$ cat src/mq_write_pkg.sv
package mq_write_pkg;
    localparam int DATA_W = 36;
    localparam int ADDR_W = 7;
    localparam int QUEUE_BITS = 4;
    localparam int NUM_QUEUES = 16;
    localparam int DEV_LSB = 4;
    localparam int DEV_BITS = 3;
    localparam int SECTOR_BITS = 1;
    localparam int FLAG_BUS_W = 8;
    localparam int FIFO_DEPTH = 8;
    localparam int QUEUE_DEPTH = 8;
    localparam int CNT_W = 4;
    localparam int ALMOST_FULL_MARGIN = 2;
    localparam logic [QUEUE_BITS-1:0] QUEUE_RESET = 4'h0;
    localparam logic SECTOR_RESET = 1'b0;
    localparam logic [1:0] PIPE_DEPTH = 2'h2;
endpackage

$ cat src/multiqueue_write_port_select.sv
`timescale 1ns/1ps
// Overview of operation
// write enable stores data into selected queue
// queue strobe latches write queue address
// writer strobes only when changing queue
// strobe never held permanently high
// never both strobes in one cycle
// no queue strobe before config done
// direct mode: sector strobe picks flag sector
// polled mode steps flag bus through sectors
// polled mode sync marker on write clock
// flags updated only on write clock
// expansion flags timed on write clock
// write clock runs continuously
// low bits queue, high bits device id
// new queue written from second edge
// config done output low when programmed
// both strobes together are ignored
module multiqueue_write_port_select (
    input wire logic clk,
    input wire logic rst,
    input wire logic [2:0] deviceId,
    input wire logic polledMode,
    input wire logic configDone_n,
    input wire logic writeEnable,
    input wire logic [mq_write_pkg::DATA_W-1:0] writeData,
    input wire logic queueSelectStrobe,
    input wire logic flagSectorStrobe,
    input wire logic [mq_write_pkg::ADDR_W-1:0] writeQueueAddress,
    input wire logic [mq_write_pkg::NUM_QUEUES-1:0] queueDrain,
    input wire logic flagExpansionInput,
    output logic configDoneOutput_n,
    output logic fullFlag_n,
    output logic almostFullFlag_n,
    output logic [mq_write_pkg::FLAG_BUS_W-1:0] almostFullFlagBus_n,
    output logic flagBusSyncMarker,
    output logic flagExpansionOutput,
    output logic writeAccepted,
    output logic outValid,
    input wire logic outReady,
    output logic [mq_write_pkg::DATA_W-1:0] outData,
    output logic [mq_write_pkg::QUEUE_BITS-1:0] outQueue
);
    localparam int QB = mq_write_pkg::QUEUE_BITS;
    localparam int NQ = mq_write_pkg::NUM_QUEUES;
    localparam int CW = mq_write_pkg::CNT_W;
    localparam int FW = mq_write_pkg::FLAG_BUS_W;
    localparam int DW = mq_write_pkg::DATA_W;

    ////////////////////////////////////////////////////////////////////////////
    // state, pin synchronisers included
    typedef struct packed {
        logic [1:0] cfgSync;
        logic [1:0] fxiSync;
        logic [1:0] modeSync;
        logic [QB-1:0] queue;
        logic [QB-1:0] pendQueue;
        logic [1:0] pendAge;
        logic selected;
        logic pendSelected;
        logic sector;
        logic pollPhase;
        logic [NQ-1:0][CW-1:0] level;
        logic fullN;
        logic almostN;
        logic [FW-1:0] busN;
        logic sync;
        logic flag_expansion_output;
        logic cfgOut;
        logic accepted;
    } wp_state_t;
    wp_state_t st;
    wp_state_t next_st;
    logic cfgReady;
    logic fxiSynced;
    logic polled;
    // only the second stage of each pin synchroniser feeds logic
    assign cfgReady = !st.cfgSync[1];
    assign fxiSynced = st.fxiSync[1];
    assign polled = st.modeSync[1];

    // queue address is for us when the device field matches our id
    function automatic logic addr_hits(input logic [mq_write_pkg::ADDR_W-1:0] a,
                                       input logic [2:0] id);
        return a[mq_write_pkg::DEV_LSB +: mq_write_pkg::DEV_BITS] == id;
    endfunction

    function automatic logic is_full(input logic [CW-1:0] lvl);
        return lvl == CW'(mq_write_pkg::QUEUE_DEPTH);
    endfunction

    function automatic logic is_almost(input logic [CW-1:0] lvl);
        return lvl >= CW'(mq_write_pkg::QUEUE_DEPTH - mq_write_pkg::ALMOST_FULL_MARGIN);
    endfunction

    logic fifoReady;
    logic doWrite;
    logic bothStrobes;
    logic [QB-1:0] sel;
    logic sectorNow;
    assign bothStrobes = queueSelectStrobe && flagSectorStrobe;
    assign doWrite = writeEnable && st.selected && cfgReady && fifoReady
        && !is_full(st.level[st.queue]);

    always_comb begin
        next_st = st;
        next_st.accepted = doWrite;
        next_st.cfgSync = {st.cfgSync[0], configDone_n};
        next_st.fxiSync = {st.fxiSync[0], flagExpansionInput};
        next_st.modeSync = {st.modeSync[0], polledMode};
        // queue selection, effective two edges later
        if (queueSelectStrobe && !bothStrobes && cfgReady) begin
            next_st.pendQueue = writeQueueAddress[QB-1:0];
            next_st.pendSelected = addr_hits(writeQueueAddress, deviceId);
            next_st.pendAge = mq_write_pkg::PIPE_DEPTH - 2'h1;
        end else if (st.pendAge != 2'h0) begin
            next_st.pendAge = st.pendAge - 2'h1;
            if (st.pendAge == 2'h1) begin
                next_st.queue = st.pendQueue;
                next_st.selected = st.pendSelected;
            end
        end
        if (flagSectorStrobe && !bothStrobes && !polled
            && addr_hits(writeQueueAddress, deviceId)) begin
            next_st.sector = writeQueueAddress[0];
        end
        // occupancy per queue; drains come from the read side
        for (int q = 0; q < NQ; q++) begin
            if (doWrite && st.queue == QB'(q) && !queueDrain[q]) begin
                next_st.level[q] = st.level[q] + 1'b1;
            end else if (!(doWrite && st.queue == QB'(q)) && queueDrain[q]
                && st.level[q] != '0) begin
                next_st.level[q] = st.level[q] - 1'b1;
            end
        end
        next_st.pollPhase = polled ? !st.pollPhase : 1'b0;
        sectorNow = polled ? st.pollPhase : st.sector;
        for (int b = 0; b < FW; b++) begin
            sel = {sectorNow, 3'(b)};
            next_st.busN[b] = !is_almost(next_st.level[sel]);
        end
        next_st.sync = polled && !st.pollPhase;
        next_st.fullN = !(st.selected && is_full(next_st.level[st.queue]));
        next_st.almostN = !(st.selected && is_almost(next_st.level[st.queue]));
        // expansion: pass our full status merged with the upstream device
        next_st.flag_expansion_output = fxiSynced && next_st.fullN;
        next_st.cfgOut = st.cfgSync[1];
    end

    always_ff @(posedge clk or posedge rst) begin
        if (rst) begin
            st <= '0;
            st.queue <= mq_write_pkg::QUEUE_RESET;
            st.sector <= mq_write_pkg::SECTOR_RESET;
            st.fullN <= 1'b1;
            st.almostN <= 1'b1;
            st.busN <= '1;
            st.flag_expansion_output <= 1'b1;
            st.cfgOut <= 1'b1;
            // idle pin levels; mode resets to direct so no sync pulse follows reset
            st.cfgSync <= 2'h3;
            st.fxiSync <= 2'h3;
        end else begin
            st <= next_st;
        end
    end

    ////////////////////////////////////////////////////////////////////////////
    // data path: selected queue tag travels with each word
    mq_stream_fifo #(
        .WIDTH(DW + QB),
        .DEPTH(mq_write_pkg::FIFO_DEPTH)
    ) u_fifo (
        .clk(clk),
        .rst(rst),
        .inValid(doWrite),
        .inReady(fifoReady),
        .inData({st.queue, writeData}),
        .outValid(outValid),
        .outReady(outReady),
        .outData({outQueue, outData})
    );

    assign configDoneOutput_n = st.cfgOut;
    assign fullFlag_n = st.fullN;
    assign almostFullFlag_n = st.almostN;
    assign almostFullFlagBus_n = st.busN;
    assign flagBusSyncMarker = st.sync;
    assign flagExpansionOutput = st.flag_expansion_output;
    assign writeAccepted = st.accepted;
endmodule // multiqueue_write_port_select

$ cat src/mq_stream_fifo.sv
`timescale 1ns/1ps
module mq_stream_fifo #(
    parameter int WIDTH = 40,
    parameter int DEPTH = 8
) (
    input wire logic clk,
    input wire logic rst,
    input wire logic inValid,
    output logic inReady,
    input wire logic [WIDTH-1:0] inData,
    output logic outValid,
    input wire logic outReady,
    output logic [WIDTH-1:0] outData
);
    localparam int PW = $clog2(DEPTH);
    typedef struct packed {
        logic [DEPTH-1:0][WIDTH-1:0] mem;
        logic [PW-1:0] wrPtr;
        logic [PW-1:0] rdPtr;
        logic [PW:0] count;
    } fifo_state_t;
    fifo_state_t st;
    fifo_state_t next_st;
    logic push;
    logic pop;
    // the count needs one bit more than a pointer to tell full from empty
    assign inReady = st.count != (PW+1)'(DEPTH);
    assign outValid = st.count != '0;
    assign outData = st.mem[st.rdPtr];
    assign push = inValid && inReady;
    assign pop = outValid && outReady;
    always_comb begin
        next_st = st;
        if (push) begin
            next_st.mem[st.wrPtr] = inData;
            next_st.wrPtr = st.wrPtr + 1'b1;
        end
        if (pop) begin
            next_st.rdPtr = st.rdPtr + 1'b1;
        end
        next_st.count = st.count + (PW+1)'(push) - (PW+1)'(pop);
    end
    always_ff @(posedge clk or posedge rst) begin
        if (rst) begin
            st <= '0;
        end else begin
            st <= next_st;
        end
    end
endmodule // mq_stream_fifo

$ cat config.mk
export PLATFORM = sky130hd
export DESIGN_NAME = multiqueue_write_port_select
export DESIGN_NICKNAME = d
export VERILOG_FILES = /design/src/mq_write_pkg.sv /design/src/multiqueue_write_port_select.sv /design/src/mq_stream_fifo.sv
export SDC_FILE = /design/constraint.sdc
export NUM_CORES = 1
export LEC_CHECK = 0
export ABC_AREA = 1
export BUFFER_PORTS_ARGS = -buffer_cell sky130_fd_sc_hd__buf_2
export CELL_PAD_IN_SITES_DETAIL_PLACEMENT = 1
export CELL_PAD_IN_SITES_GLOBAL_PLACEMENT = 2
export CORE_ASPECT_RATIO = 0.8
export CORE_MARGIN = 2
export CORE_UTILIZATION = 39
export DETAILED_ROUTE_END_ITERATION = 8
export PLACE_DENSITY_LB_ADDON = 0.1
export SETUP_SLACK_MARGIN = 0.4
export SLEW_MARGIN = 0
export SYNTH_ARGS = -nofsm -noshare
export SYNTH_HDL_FRONTEND = slang
export SYNTH_SLANG_ARGS = --single-unit
export TNS_END_PERCENT = 100
$ cat constraint.sdc
create_clock -name clk -period 41.4 [get_ports clk]
set_input_delay 6.21 -clock clk [delete_from_list [all_inputs] [get_ports clk]]
set_output_delay 6.21 -clock clk [all_outputs]
set_load 0.005 [all_outputs]
Word-level counts from Yosys, hierarchy flattened:

Cells that the tools add are included.

* logic and storage cells: 334
* output and inout bits: 55
* register bits after elaboration: 428
* input bits: 71

* mux-type cells: 62
* eq/ne operators: 20
* add/subtract/negate cells: 37
* reductions and logical operators: 149
* bitwise operators: 1
* magnitude comparators: 21

Operators by type and width (count)
* $bwmux W320: 1
* $mux W4: 50
* $bmux W40 S3: 1
* $demux W40 S3: 1
* $logic_and A1 B1 Y1: 81
* $mux W40: 2
* $reduce_bool A4 Y1: 17
* $add A4 B1 Y4 const B: 16
* $sub A4 B1 Y4 const B: 16
* $logic_not A1 Y1: 47
* $lt A4 B5 Y1 const B: 9
* $eq A4 B4 Y1 const B: 10
* $ge A4 B3 Y1 const B: 9
* $bmux W4 S4: 2
* $eq A4 B3 Y1 const B: 4
* $eq A4 B2 Y1 const B: 2
* $lt A3 B4 Y1 const B: 2
* $add A3 B1 Y3 const B: 2
* $add A4 B1 Y4: 1
* $eq A4 B1 Y1 const B: 1
* $logic_not A4 Y1: 1
* $ne A4 B4 Y1 const B: 1
* $reduce_bool A2 Y1: 2
* $sub A4 B1 Y4: 1
* other kinds (9): 11

Logic depth before layout (Yosys ltp):

Gate-level depths: netlist (run 1).

* depth after elaboration: 17
* mapped depth: 28
* gate-level depth less buffers: 26

By module:

Synthesis (run 1) repeated with hierarchy kept, for this count alone.

* cell total of the unflattened synthesis: 3767
* area, all modules: 25882.3 µm²

Modules (own cells, without submodules)
* mq_stream_fifo: seq. area each 8257.9 µm², times used 1, area an instance 17979.7 µm², cells each 2596
* multiqueue_write_port_select: seq. area each 2447.3 µm², times used 1, area an instance 7902.6 µm², cells each 1171

Worst setup path after synthesis (run 1):

No wires, ideal clock.

* kind: input-to-reg
* start point: in writeEnable
* end point: reg st (netlist bit flagExpansionOutput)
* arrival: 8.057 ns
* library setup time: 0.077 ns
* stages on the path: 14
* slack: 33.266 ns
* required time: 41.323 ns
* path buffers: 1
* cells stage by stage: nand4_1 -> clkinv_1 -> buf_1 -> nand4_1 -> nand2_1 -> nand2_1 -> nand2_1 -> o21ai_0 -> o21ai_0 -> nand3_1 -> nor2_1 -> nand3_1 -> nor2_1 -> nor2_1

RTL lines
* start: declaration: line multiqueue_write_port_select.sv:25 `input wire logic writeEnable,`
* end signal: assignment: line multiqueue_write_port_select.sv:164 `st <= next_st;`
* end: declaration: line multiqueue_write_port_select.sv:72 `wp_state_t st;`

Worst setup path in the final report (run 1):

* start point: reg u_fifo.st[4] (netlist bit)
* end point: out outQueue[0] (netlist bit)

* word-level cells in the longest chain between the ends: 2

RTL lines
* start: declaration: line mq_stream_fifo.sv:22 `fifo_state_t st;`
* start signal: assignment: line mq_stream_fifo.sv:47 `st <= next_st;`
* $bmux W40 S3: line mq_stream_fifo.sv:29 `assign outData = st.mem[st.rdPtr];`
* $mux W40 (not written as such): line mq_stream_fifo.sv:29
* end: declaration: line multiqueue_write_port_select.sv:42 `output logic [mq_write_pkg::QUEUE_BITS-1:0] outQueue`

Every way passes these cells. The select of a mux whose other input is x is not followed.

==> flow_summary.yaml, run 1 <==
logic_synthesis:
  yosysWarnings: 0
  syn-num-nets: 3005
  postSynthCellCount: 2893
  synth_area_sq_mm: 0.02201
  synth_cell_types: 35
  yosys_register_bits: 427
  synth.avg_cell_area_sq_um: 7.608
  synth-seq-area-share: 0.4864
place:
  gp_routability_congestion: 0.8434
  hpwl_um: 44620
  port_buffers: 125
  dpl-instance-area_sq_mm: 0.02311
  post-place-cells: 3629
clock_network:
  cts_setup_buffers: 0
  cts_tree: "yes"
  numCtsBuffers: 47
  cts.sinks: 427
  path_clk_slew_ns: 0.06
  h-tree-depth: 2
  cts_buffer_depth: 3
  postCtsHoldBufs: 0
  clk_latency_ns: 0.59
  cts_resized: 0
  root_buffer: "clkbuf_16"
critical_path:
  crit_arrival_ns: 4.11
  slowest_delay_ns: 0.83
  path_cells: "inv_4 > buf_4 > o21ai_0 > o22ai_1 > nor2_1 > a31oi_1 > buf_2"
  cp_max_fo: 94
  cp.required_ns: 35.19
  cpMaxStageDelayCell: "buf_4"
  cp-start-kind: "register"
  worstSetupEndpointType: "output port"
  crit_type: "register to output port"
grt:
  antenna_found_initial: 4
  grt_first_pass_wirelength_um: 114900
  grt_pass1_vias: 20210
  grt_usage: 0.2461
  grt_max_degree: 165
  grt-ovfl-total: 0
sta:
  period_minus_slack_ns: 10.32
  min_period_over_period: 0.2493
  finalSetupViolations: 0
  slew_violations: 0
  max_freq_ghz: 0.09690
  finClkSkew_ns: 0.02387
  relSlewSlack: 0.3147
  hold_violations: 0
  setup_tns_ns: 0
  rsz0062_at_grt: "no"
  tightest_slew_ns: 1.028
cells_and_area:
  fin_area_sq_mm: 0.02461
  n_fill_cell: 6880
  fin_util: 0.4435
  layout.nets: 3040
  layout.cells.non_filler: 3708
  area_growth_pct: 11.82
  drive_gt1_frac: 0.09063
die:
  num_rows: 77
  die_area_sq_mm: 0.05837
  num_io_pins: 126
  core_sq_mm: 0.05549
  die_h_um: 216.5
  die_x_um: 269.6
  start_util: 0.3966
route:
  first_iter_violations: 1489
  ant_nets: 0
  vias: 19500
  first_pass_iters: 5
  avgRoutedWirePerCell_um: 19.11
  drt_wl_total_um: 70870
  remaining_drc_errors: 0
  vias_per_cell: 5.259
worst_hold_path:
  hold_class: "register to register"
power_and_ir_drop:
  ir_drop_mv: 0.03673
  power_density_mw_per_mm2: 71.32
  total_leakage_power_nw: 12.15
run:
  maxCapViolCount: 0
outcome:
  status: "finished clean"
## layout by cell type (no fill, tap or decap), drive strengths merged, types with 2 or more instances in the layout
cell type / count
nand4: 13
a21boi: 3
dfrtp: 411
xor2: 40
o32ai: 8
nand2: 812
nand3b: 12
a21oi: 20
xnor2: 15
ha: 40
nor3: 6
bufinv: 2
o22ai: 40
o21ai: 579
clkinv: 9
clkbuf: 67
a31oi: 48
nor2: 358
buf: 152
inv: 201
nand3: 94
and2: 8
dfstp: 16
## cells in the mapped netlist (all sizes together)
cell / instances / share of area
xnor2: 15 / 0.0060
o21ai: 579 / 0.13
nand3b: 12 / 0.0041
o32ai: 8 / 0.0032
nor3: 6 / 0.0014
nand2: 812 / 0.14
a21boi: 3 / 0.0010
clkbuf: 134 / 0.023
nand4: 13 / 0.0043
a21oi: 20 / 0.0047
ha: 40 / 0.023
and2: 8 / 0.0023
o22ai: 40 / 0.011
fa: 1 / 0.00091
buf: 32 / 0.0085
dfrtp: 411 / 0.47
nor2: 358 / 0.062
dfstp: 16 / 0.019
xor2: 40 / 0.016
nand3: 94 / 0.023
inv: 199 / 0.034
mux2: 1 / 0.00051
clkinv: 3 / 0.00051
a31oi: 48 / 0.014
## sequential cells by signal, indices dropped and copies added (netlist names)
register             count
fxiSynced                1
flagExpansionOutput      1
next_st                  4
polled                   1
st                      78
configDoneOutput_n       1
writeAccepted            1
fullFlag_n               1
u_fifo.st              330
almostFullFlag_n         1
almostFullFlagBus_n      8
## worst paths after layout
check	start	end	slack, ns	depth (start not counted)
hold / removal	next_st[97]	next_st[1]	0.36	0
min in group asynchronous	rst	u_fifo.st[135]	5.83	2
setup / recovery	u_fifo.st[4]	outQueue[0]	31.08	7
max in group asynchronous	rst	u_fifo.st[4]	33.14	4
hold reg to reg	next_st[97]	next_st[1]	0.36	0
setup reg to reg	st[88]	fullFlag_n	36.95	24
## worst max-delay path, delay by kind of cell, from the launching register on
family	cells	cell delay, ns
and+or+nand+nor	1	0.07
DFF	1	0.67
AOI/OAI and AO/OA	3	0.99
buffers and inverters	3	1.65
## cell type report
type / count / area [sq um] / area share
clock buffer: 67 / 1373 / 0.05577
clock inverter: 11 / 122.6 / 0.004982
tap: 750 / 938.4 / 0.03813
multi-input combinational: 2098 / 9857 / 0.4005
antenna: 1 / 2.502 / 0.0001017
sequential: 427 / 10710 / 0.4352
inverter: 202 / 768.2 / 0.03121
timing repair buffer: 152 / 840.8 / 0.03416
## metal layers
| metal | up-vias | part of all wire | wire length (um) | global-route usage |
|---|---|---|---|---|
| li1 | 9428 | - | - | - |
| met5 | - | 0.000099 | 7 | 0 |
| met4 | 2 | 0.011 | 799 | 0.04481 |
| met2 | 336 | 0.43 | 30820 | 0.3759 |
| met1 | 9684 | 0.51 | 36340 | 0.3737 |
| met3 | 52 | 0.041 | 2904 | 0.03391 |
## power breakdown
| group | leakage (nW) | switching [mW] | internal [mW] |
|---|---|---|---|
| combinational | 5.75 | 0.472 | 0.250 |
| clock | 0.737 | 0.178 | 0.241 |
| sequential | 5.66 | 0.0954 | 0.519 |
## kinds of logic (layout without fill, tap and decap cells)
| group | count (synthesis) | count (layout) | synth area share |
|---|---|---|---|
| compound gates | 698 | 698 | 0.1656 |
| flops | 427 | 427 | 0.4864 |
| buf+inv | 368 | 432 | 0.06582 |
| fa+ha+maj | 41 | 41 | 0.02365 |
| xor+xnor | 55 | 55 | 0.02189 |
| mux | 1 | 1 | 0.0005116 |
| other cells | 0 | 1 | 0 |
| simple gates | 1303 | 1303 | 0.2362 |
## metrics by stage
stage                     setup slack [ns]  hold WS [ns]  power [mW]
final                                31.08        0.3577       1.755
after global routing                 30.88        0.3667       1.902
after CTS                            31.15        0.3591       1.770
after detailed placement             31.82        0.3505       1.339
after global placement               31.76        0.3412       1.317
after floorplan                      23.33        0.3312       1.094
Power figures use the tool's default switching activity.
==> run 2: changes to the inputs <==
--- a/config.mk
+++ b/config.mk
@@ -11,7 +11,7 @@
 export CELL_PAD_IN_SITES_GLOBAL_PLACEMENT = 2
 export CORE_ASPECT_RATIO = 0.8
 export CORE_MARGIN = 2
-export CORE_UTILIZATION = 39
+export CORE_UTILIZATION = 36
 export DETAILED_ROUTE_END_ITERATION = 8
 export PLACE_DENSITY_LB_ADDON = 0.1
 export SETUP_SLACK_MARGIN = 0.4
==> constraint.sdc (replaced) <==
create_clock -name clk -period 10.8 [get_ports clk]
set_input_delay 1.62 -clock clk [delete_from_list [all_inputs] [get_ports clk]]
set_output_delay 1.62 -clock clk [all_outputs]
set_load 0.005 [all_outputs]
==> flow_summary.yaml, run 2 (synthesis results as in run 1) <==
route:
  ant_nets: 0
  first_pass_iters: 5
  first_iter_violations: 1107
  vias_per_cell: 5.186
  remaining_drc_errors: 0
  drt_wl_total_um: 72700
  avgRoutedWirePerCell_um: 19.36
  vias: 19470
sta:
  relSlewSlack: 0.1216
  finalWorstSetupSlack_ns: 4.999
  min_period_over_period: 0.5371
  finalSetupViolations: 0
  period_minus_slack_ns: 5.801
  slew_violations: 0
  max_freq_ghz: 0.1724
  hold_violations: 0
  tightest_slew_ns: 1.313
  finClkSkew_ns: 0.03380
  whs_ns: 0.3474
  setup_tns_ns: 0
  rsz0062_at_grt: "no"
critical_path:
  crit_type: "register to output port"
  cp_max_fo: 95
  cp-start-kind: "register"
  crit_arrival_ns: 4.18
  worstSetupEndpointType: "output port"
  reg2reg_depth: 16
  cp.required_ns: 9.18
  worst_r2r_startpoint: "st[88]"
  ff2ff_setup_slack_ns: 5.69
  r2r-end: "fullFlag_n"
clock_network:
  cts_resized: 0
  numCtsBuffers: 48
  root_buffer: "clkbuf_16"
  cts_buffer_depth: 3
  cts_tree: "yes"
  h-tree-depth: 2
  cts.sinks: 427
  cts_setup_buffers: 0
  path_clk_slew_ns: 0.06
  clk_latency_ns: 0.59
  postCtsHoldBufs: 0
cells_and_area:
  layout.nets: 3043
  n_fill_cell: 7478
  largest_register_ffs: 330
  layout.cells.non_filler: 3755
  antennaDiodeCount: 0
  final_common_cell: "nand2_1"
  regMostFlops: "u_fifo.st"
  area_growth_pct: 12.38
  drive_gt1_frac: 0.09168
  final_cell_mix: "nand2_1 (805), o21ai_0 (535), dfrtp_1 (409), nor2_1 (356), inv_1 (191)"
  fin_util: 0.4068
power_and_ir_drop:
  total_leakage_power_nw: 12.18
  power_density_mw_per_mm2: 274.9
  ir_drop_mv: 0.1188
worst_hold_path:
  hold_class: "register to register"
  hold_path_depth: 0
  hold_end: "polled"
  min_from: "next_st[93]"
grt:
  grt_max_degree: 149
  grt_usage: 0.2332
  antenna_found_initial: 1
  grt_first_pass_wirelength_um: 116200
  grt_pass1_vias: 20490
  grt-ovfl-total: 0
outcome:
  status: "finished clean"
die:
  start_util: 0.3620
  num_rows: 81
  num_io_pins: 126
  die_x_um: 280.5
  core_sq_mm: 0.06081
  die_h_um: 225.2
  die_area_sq_mm: 0.06315
run:
  maxCapViolCount: 0
place:
  port_buffers: 125
  place_ws_ns: 5.676
  gp_routability_congestion: 0.8320
  post-place-cells: 3669
  hpwl_um: 46110
==> run 2: cell types whose count changed in the layout (fill, tap and decap cells not counted), sizes merged <==
cell,delta
clkbuf,+7
clkinvlp,+1
diode,-1
bufinv,+1
inv,-1
buf,+2
==> run 2: critical path, cell delays in order, from the launching register on <==
cell     delay [ns]
dfrtp_4        0.74
inv_4          0.61
buf_4          0.88
o21ai_0        0.19
o22ai_1        0.18
nor2_1         0.06
a31oi_1        0.64
buf_2          0.24
==> run 2: worst max-delay path by stage <==
stage                 startpoint          end  slack [ns]  cells after the start
finish              u_fifo.st[4]  outQueue[0]        5.00                      7
CTS                 u_fifo.st[4]  outQueue[0]        5.03                      7
global route        u_fifo.st[4]  outQueue[0]        4.84                      7
detailed placement  u_fifo.st[4]  outQueue[0]        5.68                      7
global placement    u_fifo.st[4]  outQueue[0]        5.61                      7
floorplan                    rst  next_st[93]        3.43                      1
==> run 2: through the flow <==
step | cell area, sq um | power [mW]
4_1_cts | 24740 | 6.871
2_1_floorplan | 22010 | 4.195
5_1_grt | 24740 | 7.368
3_3_place_gp | 23170 | 5.083
6_report | 24740 | 6.801
3_5_place_dp | 23170 | 5.168
==> run 2: final cells by class <==
cell class | count | area [sq um] | share of cell area
Clock buffer | 74 | 1409 | 0.05696
Tap cell | 788 | 985.9 | 0.03986
Inverter | 202 | 764.5 | 0.03091
Sequential cell | 427 | 10710 | 0.4330
Multi-Input combinational cell | 2098 | 9857 | 0.3985
Timing Repair Buffer | 154 | 855.8 | 0.03460
Clock inverter | 12 | 152.6 | 0.006171
==> run 2: layer usage <==
metal	share of wire	global-route usage	wire length, um
met4	0.016	0.05072	1185
met2	0.43	0.3568	31250
met5	0	0	0
met1	0.52	0.3507	37500
met3	0.038	0.03006	2760
==> run 2: report_power, final <==
| part | switching, mW | leakage (nW) | total [mW] | internal (mW) |
|---|---|---|---|---|
| Sequential | 0.385 | 5.66 | 2.37 | 1.99 |
| Combinational | 1.82 | 5.75 | 2.77 | 0.958 |
| Clock | 0.688 | 0.766 | 1.66 | 0.967 |
| Total | 2.89 | 12.2 | 6.80 | 3.91 |
==> run 3: changes to the inputs <==
--- a/config.mk
+++ b/config.mk
@@ -5,13 +5,13 @@
 export SDC_FILE = /design/constraint.sdc
 export NUM_CORES = 1
 export LEC_CHECK = 0
-export ABC_AREA = 1
+export ABC_AREA = 0
 export BUFFER_PORTS_ARGS = -buffer_cell sky130_fd_sc_hd__buf_2
 export CELL_PAD_IN_SITES_DETAIL_PLACEMENT = 1
 export CELL_PAD_IN_SITES_GLOBAL_PLACEMENT = 2
 export CORE_ASPECT_RATIO = 0.8
 export CORE_MARGIN = 2
-export CORE_UTILIZATION = 36
+export CORE_UTILIZATION = 43
 export DETAILED_ROUTE_END_ITERATION = 8
 export PLACE_DENSITY_LB_ADDON = 0.1
 export SETUP_SLACK_MARGIN = 0.4
==> constraint.sdc (replaced) <==
create_clock -name clk -period 5.9 [get_ports clk]
set_input_delay 0.885 -clock clk [delete_from_list [all_inputs] [get_ports clk]]
set_output_delay 0.885 -clock clk [all_outputs]
set_load 0.005 [all_outputs]
==> flow_summary.yaml, run 3 <==
logic_synthesis:
  postSynthCellCount: 1837
  synthFlopType: "dfrtp_1"
  synth_common_cells: "dfrtp_1 (411), mux2_2 (334), nand2_1 (121)"
  async_flop_share: 1.000
  synth.avg_cell_area_sq_um: 12.31
  synth_top_area_frac: 0.4549
  synthTopCellsByArea: "dfrtp_1 (45%), mux2_2 (17%), mux4_2 (8.7%)"
  yosysWarnings: 0
  synth-seq-area-share: 0.4735
  yosys_register_bits: 427
  syn-num-nets: 1949
  yosysMostFrequentCell: "dfrtp_1"
  synth_area_sq_mm: 0.02261
  synth_edf_count: 0
  synth_cell_types: 83
  synth_top_area_cell: "dfrtp_1"
place:
  post-place-cells: 2567
  place_ws_ns: 1.143
  port_buffers: 125
  hpwl_um: 42170
  gp_routability_congestion: 0.9160
  dpl-instance-area_sq_mm: 0.02391
grt:
  grt_usage: 0.2408
  grt_pass1_vias: 16530
  antenna_found_initial: 3
  gr-usage-met3: 0.04646
  grt_max_degree: 181
  grt_first_pass_wirelength_um: 101200
  use_met1: 0.3725
  grt-ovfl-total: 0
  busiest_layer: "met1"
  grt.met2_usage: 0.3501
cells_and_area:
  drive_gt1_frac: 0.3587
  largest_register_ffs: 330
  final_cell_mix: "dfrtp_1 (408), mux2_2 (334), buf_2 (125), nand2_1 (121), nor2_1 (93)"
  antennaDiodeCount: 0
  regArea_sq_mm: 0.01071
  layout.cells.non_filler: 2653
  layout.nets: 2036
  final_common_cell: "dfrtp_1"
  n_fill_cell: 5380
  fin_util: 0.4889
  regMostFlops: "u_fifo.st"
  multi_input_area_sq_mm: 0.01115
  fin_area_sq_mm: 0.02551
  area_growth_pct: 12.83
critical_path:
  cp_max_fo: 25
  crit_type: "register to register"
  cp.required_ns: 6.40
  cp-start-kind: "register"
  crit_arrival_ns: 5.56
  worstSetupEndpointType: "register"
die:
  die_x_um: 260.4
  num_io_pins: 126
  die_area_sq_mm: 0.05444
  num_rows: 75
  start_util: 0.4333
  core_sq_mm: 0.05218
  die_h_um: 209.1
route:
  drt_wl_total_um: 64150
  first_pass_iters: 5
  vias: 15570
  avgRoutedWirePerCell_um: 24.18
  ant_nets: 0
  first_iter_violations: 1061
  remaining_drc_errors: 0
  vias_per_cell: 5.868
clock_network:
  root_buffer: "clkbuf_16"
  postCtsHoldBufs: 0
  cts_tree: "yes"
  cts_setup_buffers: 0
  cts.sinks: 427
  path_clk_slew_ns: 0.06
  cts_resized: 0
  h-tree-depth: 2
  numCtsBuffers: 48
  cts_buffer_depth: 3
  clk_latency_ns: 0.60
sta:
  hold_violations: 0
  whs_ns: 0.3139
  slew_violations: 0
  tightest_slew_ns: 1.083
  relSlewSlack: 0.2782
  rsz0062_at_grt: "no"
  min_period_over_period: 0.8572
  finalWorstSetupSlack_ns: 0.8424
  setup_tns_ns: 0
  finClkSkew_ns: 0.01701
  max_freq_ghz: 0.1977
  finalSetupViolations: 0
  period_minus_slack_ns: 5.058
power_and_ir_drop:
  design_power_total_mw: 12.08
  power_density_mw_per_mm2: 473.5
  total_leakage_power_nw: 11.90
  ir_drop_mv: 0.5689
outcome:
  status: "finished clean"
worst_hold_path:
  hold_class: "input pin to asynchronous set/reset pin"
run:
  maxCapViolCount: 0
run 3: cell types whose count changed after synthesis, moves of 33 or more:
cell / before / now
nand2_1: 805 / 121
mux4_2: 0 / 87
nand3_1: 87 / 29
o21ai_0: 535 / 47
clkbuf_1: 134 / 70
inv_1: 193 / 61
mux2_2: 1 / 334
mux2i_1: 0 / 33
nor2_1: 356 / 93
o21ai_1: 44 / 4
run 3: worst max-delay path, cell delays in order (launching register included):
cell and delay [ns]:
dfrtp_1 1.06, nor4b_1 0.69, nor4b_1 0.11, a22oi_1 0.27, and4_1 0.87, nor2_1 0.43, nor3b_1 0.29, nor4_1 0.11
o41ai_1 0.53, and4bb_1 0.31, a31oi_1 0.07, a31oi_1 0.21
run 3: where the power goes:
part | internal [mW] | switching (mW)
clock | 1.78 | 1.25
combinational | 2.08 | 2.25
sequential | 3.75 | 0.967
total | 7.61 | 4.47
run 3: logic make-up after synthesis:
kind of cell | count (synthesis) | synth area share
flops | 427 | 0.4735
xor+xnor | 63 | 0.02440
compound gates | 251 | 0.07637
buf+inv | 186 | 0.03514
simple gates | 386 | 0.08550
mux | 483 | 0.2821
fa+ha+maj | 41 | 0.02302
run 3: layer usage:
metal / up-vias / share of wire / wire length, um
met5: - / 0.00042 / 27
met1: 8202 / 0.50 / 31900
met3: 82 / 0.054 / 3448
met4: 4 / 0.017 / 1070
met2: 327 / 0.43 / 27700
li1: 6952 / - / -
run 3: final timing paths:
path,start,end,slack (ns),depth (start not counted)
hold reg to reg,next_st[93],polled,0.35,0
min in group clk,next_st[93],polled,0.35,0
max in group asynchronous,rst,st[60],4.21,3
setup / recovery,st[90],flagExpansionOutput,0.84,11
hold / removal,rst,u_fifo.st[63],0.31,2
setup reg to reg,st[90],flagExpansionOutput,0.84,11
run 3: layout make-up:
class / instances / share of cell area
multi-input combinational: 1224 / 0.4371
sequential: 427 / 0.4200
clock buffer: 73 / 0.05670
timing repair buffer: 159 / 0.03649
tap: 693 / 0.03399
inverter: 64 / 0.009564
clock inverter: 13 / 0.006180
